==> src/pkg/adccs_pkg.sv <==
`default_nettype none
package adccs_pkg;
    // ****************************************
    // Bus and map
    // ****************************************
    localparam int ADCCS_AW = 4;
    localparam logic [ADCCS_AW-1:0] ADCCS_CHSEL_OFS = 4'h0;
    localparam logic [ADCCS_AW-1:0] ADCCS_CTRL_OFS = 4'h4;
    localparam logic [ADCCS_AW-1:0] ADCCS_ACTIVE_OFS = 4'h8;
    localparam logic [31:0] ADCCS_UNMAPPED_VAL = 32'h0000_0000;
    // ****************************************
    // Fields
    // ****************************************
    localparam int ADCCS_MASK_LSB = 0;
    localparam int ADCCS_MASK_MSB = 7;
    localparam int ADCCS_SRC_LSB = 8;
    localparam int ADCCS_SRC_MSB = 9;
    localparam int ADCCS_DIFF_BIT = 10;
    localparam int ADCCS_NCH = 8;
    localparam logic [7:0] ADCCS_MASK_RST = 8'h00;
    localparam logic [7:0] ADCCS_EVEN_CH = 8'h55;
    typedef enum logic [1:0] {
        ADCCS_SRC_PIN = 2'h0,
        ADCCS_SRC_BANDGAP = 2'h1
    } adccs_src_t;
    typedef enum {ADCCS_IDLE, ADCCS_RESP} adccs_phase_t;

    typedef struct packed {
        logic read;
        logic write;
        logic [ADCCS_AW-1:0] address;
        logic [31:0] writedata;
        logic [3:0] byteenable;
    } adccs_req_t;

    typedef struct packed {
        logic [7:0] channel_enable_mask;
        logic [1:0] channel7_source_select;
        logic differential_mode_bit;
    } adccs_cfg_t;

    // Merge byte lanes into an old word
    function automatic logic [31:0] adccs_merge(input logic [31:0] old, input logic [31:0] wd,
                                                input logic [3:0] be);
        logic [31:0] r;
        r = old;
        for (int i = 0; i < 4; i++) begin
            if (be[i]) begin
                r[i*8 +: 8] = wd[i*8 +: 8];
            end
        end
        return r;
    endfunction
endpackage
`default_nettype wire

==> src/rtl/adccs_chan_decode.sv <==
`default_nettype none
module adccs_chan_decode (
    // Configuration
    input wire adccs_pkg::adccs_cfg_t cfg,
    // Decoded channel state
    output logic [7:0] active,
    output logic ch7_bandgap,
    output logic ch7_pin
);
    import adccs_pkg::*;
    always_comb begin
        // ****************************************
        // per-channel enable
        // cleared bit excludes
        // ****************************************
        active = cfg.channel_enable_mask;
        if (cfg.differential_mode_bit) begin
            active = cfg.channel_enable_mask & ADCCS_EVEN_CH;
        end
        ch7_pin = (cfg.channel7_source_select == ADCCS_SRC_PIN);
        ch7_bandgap = (cfg.channel7_source_select == ADCCS_SRC_BANDGAP);
    end
endmodule
`default_nettype wire

==> src/rtl/adccs_chsel.sv <==
// The address map and register access over Avalon-MM were left to the implementer.
`default_nettype none
module adccs_chsel (
    // Clock and reset
    input wire logic clk,
    input wire logic rst_n,
    // Avalon-MM slave
    input wire logic [adccs_pkg::ADCCS_AW-1:0] avs_address,
    input wire logic avs_read,
    input wire logic avs_write,
    input wire logic [31:0] avs_writedata,
    input wire logic [3:0] avs_byteenable,
    output logic [31:0] avs_readdata,
    output logic avs_waitrequest,
    // To converter sequencer and analog mux
    output logic [7:0] chan_active,
    output logic ch7_sel_bandgap,
    output logic ch7_sel_pin,
    output logic differential_mode
);
    import adccs_pkg::*;

    // ****************************************
    // State
    // ****************************************
    typedef struct packed {
        adccs_phase_t phase;
        adccs_cfg_t cfg;
        logic [31:0] rdata;
        logic waitreq;
        logic [7:0] active;
        logic bg;
        logic pin;
        logic diff;
    } adccs_state_t;

    adccs_state_t s_q, s_d;
    adccs_req_t req;
    logic [7:0] dec_active;
    logic dec_bg, dec_pin;
    logic [31:0] chsel_word, ctrl_word, nw;

    assign req = '{read: avs_read, write: avs_write, address: avs_address,
                   writedata: avs_writedata, byteenable: avs_byteenable};

    adccs_chan_decode u_dec (
        .cfg(s_q.cfg),
        .active(dec_active),
        .ch7_bandgap(dec_bg),
        .ch7_pin(dec_pin)
    );

    assign chsel_word = {22'h00_0000, s_q.cfg.channel7_source_select, s_q.cfg.channel_enable_mask};
    assign ctrl_word = {21'h00_0000, s_q.cfg.differential_mode_bit, 10'h000};

    // ****************************************
    // Next state
    // ****************************************
    always_comb begin
        s_d = s_q;
        nw = 32'h0000_0000;
        s_d.waitreq = 1'b1;
        s_d.active = dec_active;
        s_d.bg = dec_bg;
        s_d.pin = dec_pin;
        // Mode flag moves with chan_active, so odd bits never show in mode
        s_d.diff = s_q.cfg.differential_mode_bit;
        case (s_q.phase)
            ADCCS_IDLE: begin
                // One wait state, then answer
                if (req.read || req.write) begin
                    s_d.phase = ADCCS_RESP;
                    s_d.waitreq = 1'b0;
                    s_d.rdata = ADCCS_UNMAPPED_VAL;
                    if (req.read) begin
                        case (req.address)
                            ADCCS_CHSEL_OFS: s_d.rdata = chsel_word;
                            ADCCS_CTRL_OFS: s_d.rdata = ctrl_word;
                            ADCCS_ACTIVE_OFS: s_d.rdata = {24'h00_0000, s_q.active};
                            default: s_d.rdata = ADCCS_UNMAPPED_VAL;
                        endcase
                    end
                    if (req.write) begin
                        case (req.address)
                            ADCCS_CHSEL_OFS: begin
                                nw = adccs_merge(chsel_word, req.writedata, req.byteenable);
                                s_d.cfg.channel_enable_mask = nw[ADCCS_MASK_MSB:ADCCS_MASK_LSB];
                                s_d.cfg.channel7_source_select = nw[ADCCS_SRC_MSB:ADCCS_SRC_LSB];
                            end
                            ADCCS_CTRL_OFS: begin
                                nw = adccs_merge(ctrl_word, req.writedata, req.byteenable);
                                s_d.cfg.differential_mode_bit = nw[ADCCS_DIFF_BIT];
                            end
                            default: s_d.cfg = s_q.cfg;
                        endcase
                    end
                end
            end
            ADCCS_RESP: begin
                // Master releases the request at this edge
                s_d.phase = ADCCS_IDLE;
            end
            default: s_d.phase = ADCCS_IDLE;
        endcase
    end

    always_ff @(posedge clk) begin
        if (!rst_n) begin
            s_q <= '{phase: ADCCS_IDLE,
                     cfg: '{channel_enable_mask: ADCCS_MASK_RST,
                            channel7_source_select: ADCCS_SRC_PIN,
                            differential_mode_bit: 1'b0},
                     rdata: 32'h0000_0000, waitreq: 1'b1, active: 8'h00, bg: 1'b0, pin: 1'b1, diff: 1'b0};
        end else begin
            s_q <= s_d;
        end
    end

    assign avs_readdata = s_q.rdata;
    assign avs_waitrequest = s_q.waitreq;
    assign chan_active = s_q.active;
    assign ch7_sel_bandgap = s_q.bg;
    assign ch7_sel_pin = s_q.pin;
    assign differential_mode = s_q.diff;
endmodule
`default_nettype wire

==> config.mk <==
export PLATFORM = sky130hd
export DESIGN_NAME = adccs_chsel
export DESIGN_NICKNAME = d
export VERILOG_FILES = /design/src/pkg/adccs_pkg.sv /design/src/rtl/adccs_chan_decode.sv /design/src/rtl/adccs_chsel.sv
export SDC_FILE = /design/constraint.sdc
export NUM_CORES = 1
export LEC_CHECK = 0
export BUFFER_PORTS_ARGS = -buffer_cell sky130_fd_sc_hd__buf_2
export CAP_MARGIN = 0
export CORE_MARGIN = 2
export CORE_UTILIZATION = 44
export DETAILED_ROUTE_END_ITERATION = 8
export PLACE_DENSITY = 0.78
export SLEW_MARGIN = 20
export SYNTH_ARGS = -nofsm -noshare
export SYNTH_HDL_FRONTEND = slang
export SYNTH_HIERARCHICAL = 1
export SYNTH_SLANG_ARGS = --single-unit
==> constraint.sdc <==
create_clock -name clk -period 1.37 [get_ports clk]
set_input_delay 0.0685 -clock clk [delete_from_list [all_inputs] [get_ports clk]]
set_output_delay 0.0685 -clock clk [all_outputs]
set_load 0.02 [all_outputs]
==> impl_metrics.env <==
export IMPL_status="finished, final reports clean"
export IMPL_ant_nets=0
export IMPL_drive_above_1_share_pct=28.1
export IMPL_finalCritPeriodShare_pct=88.7
export IMPL_synth_warnings=6
export IMPL_rsz0062_at_grt="no"
export IMPL_cts_buffers=5
export IMPL_drt_wirelength_per_cell_um=10.4
export IMPL_die_area_um2=4290
export IMPL_maxCapViolCount=0
export IMPL_setup_violations=0
export IMPL_track_usage_pct=13.2
export IMPL_yosysTopAreaCellShare_pct=42.1
export IMPL_yosys_top_cells_area="dfxtp_1 42%, buf_4 20%, mux2i_1 11%"
export IMPL_die_height_um=65.5
export IMPL_final_max_slew_viol_count=0
export IMPL_area_growth_syn_to_layout_pct=4.81
export IMPL_grt_pass1_vias=991
export IMPL_cp_slowest_stage_delay_ns=0.42
export IMPL_fin_ws_ns=0.155
export IMPL_syn_cell_area_um2=1670
export IMPL_place_gp_congestion=0.780
export IMPL_dr_total_vias=1050
export IMPL_io_pins=88
export IMPL_synth_commonest_cells="44 x buf_4, 35 x dfxtp_1, 25 x nand2_1, 19 x mux2i_1, 9 x and2_1"
export IMPL_grt_max_degree=32
export IMPL_path_clk_slew_ns=0.06
export IMPL_clock_path_buffers=2
export IMPL_post_place_ws_ns=0.166
export IMPL_crit_type="register to register"
export IMPL_start_kind="register"
export IMPL_finalCriticalPeriod_ns=1.21
export IMPL_critical_path_top_delay_family="simple AND/OR/NAND/NOR gates"
export IMPL_ctsResizeCount=0
export IMPL_critPathCaptureType="register"
export IMPL_hold_ws_ns=0.0210
export IMPL_htree_levels=2
export IMPL_hold_violations=0
export IMPL_synth_most_common_cell="buf_4"
export IMPL_syn_avg_cell_area_um2=9.46
export IMPL_synthArstFlopShare_pct=0
export IMPL_cp_cell_sequence="o21bai_1, and2_0, o2bb2ai_1"
export IMPL_initial_core_util_pct=45.5
export IMPL_ir_worst_vdd_v=0.000325
export IMPL_leakagePower_nw=0.819
export IMPL_tritoncts="built"
export IMPL_power_mw=1.88
export IMPL_final_nets=242
export IMPL_cp_slowest_cell="and2_0"
export IMPL_overflow=0
export IMPL_fmax_mhz=823
export IMPL_cts_sinks=35
export IMPL_diodes=0
export IMPL_crit_fanout=8
export IMPL_arrival_ns=1.42
export IMPL_antenna_found_initial=0
export IMPL_ctsHoldBuffers=0
export IMPL_yosys_area_top_type="dfxtp_1"
export IMPL_grt_pass1_wl_um=4150
export IMPL_num_rows=22
export IMPL_drt_total_wl_um=2560
export IMPL_largest_reg_flops=11
export IMPL_ys_ff_latch=35
export IMPL_setup_tns_ns=0
export IMPL_root_buffer="clkbuf_8"
export IMPL_die_width_um=65.5
export IMPL_syn_inst=176
export IMPL_ys_seq_area_share_pct=42.1
export IMPL_crit_buf_inv=0
export IMPL_drcViolationCount=0
export IMPL_drtIter0Drc=46
export IMPL_io_buffers=43
export IMPL_dr_pass1_iters=4
export IMPL_clock_latency_ns=0.28
export IMPL_min_path_type="primary input to register"
export IMPL_finClkSkew_ns=0.00401
export IMPL_required_ns=1.58
export IMPL_dp_hpwl_um=2020
export IMPL_coreArea_um2=3660
export IMPL_powerDensity_nw_per_um2=1070
export IMPL_postCtsSetupRepairBufs=0
export IMPL_synth_cell_types=26
export IMPL_vias_per_cell=4.25
export IMPL_synth_edff_count=0
export IMPL_ys_flop_type="dfxtp_1"
==> cells in the final DEF, fill, tap and decap left out, drive strengths merged <==
cell type	count
nand4b	2
nand2b	1
mux2i	19
clkbuf	7
nor2	2
nor3	2
o21bai	1
nor4	1
buf	46
nor2b	7
a21oi	3
dfxtp	35
nand3	1
clkinv	1
nand2	25
o2bb2ai	8
conb	21
nand4	2
inv	3
and3	2
and2	10
==> logic make-up after synthesis <==
group,after synthesis,share of synthesized area (%)
AO/OA/AOI/OAI,12,5.56
multiplexers,19,11.4
other,1,0.225
flip-flops,35,42.1
AND/OR/NAND/NOR,55,17.6
buffers and inverters,54,23.1
==> area by class of cell <==
type,count,area [um2]
Fill cell,377,1920
Sequential cell,35,701
Multi-Input combinational cell,107,654
Timing Repair Buffer,46,238
Clock buffer,7,76.3
Tap cell,48,60.1
Inverter,3,11.3
Clock inverter,1,5.00
==> per-stage QoR <==
stage	util (%)	instances	cell area, um2
finish	47.7	247	1750
global route	47.7	247	1750
CTS	47.7	247	1750
detailed placement	45.5	239	1660
global placement	45.5	239	1660
floorplan	-	196	1740
==> worst reg2reg max path: cells and delay by family, from the launching register on <==
family,cells,cell delay (ns)
simple gates,1,0.42
flops,1,0.35
compound gates,2,0.37
==> routing by layer <==
layer | GRT usage [%] | share of wire (%) | vias up
met5 | 0 | 0 | -
met3 | 6.16 | 7.5 | 5
met2 | 21.0 | 48 | 33
met1 | 14.3 | 42 | 457
li1 | - | - | 555
met4 | 7.81 | 2.0 | 0
==> worst paths after layout <==
path	slack [ns]	to	start	cells past startpoint
max	0.16	avs_readdata[5]$_SDFFE_PN0P_	s_q[55]$_SDFFE_PN0N_	3
min	0.02	ctrl_word[10]$_SDFFE_PN0P_	avs_writedata[10]	3
min reg2reg	0.45	avs_readdata[10]$_SDFFE_PN0P_	avs_readdata[10]$_SDFFE_PN0P_	2
max reg2reg	0.16	avs_readdata[5]$_SDFFE_PN0P_	s_q[55]$_SDFFE_PN0N_	3
==> where the power goes <==
group	total, mW	switching (mW)	internal [mW]
combinational	0.159	0.112	0.0466
clock	0.687	0.331	0.356
sequential	1.03	0.00411	1.03
Note: power is estimated with default switching activity, not from simulation.
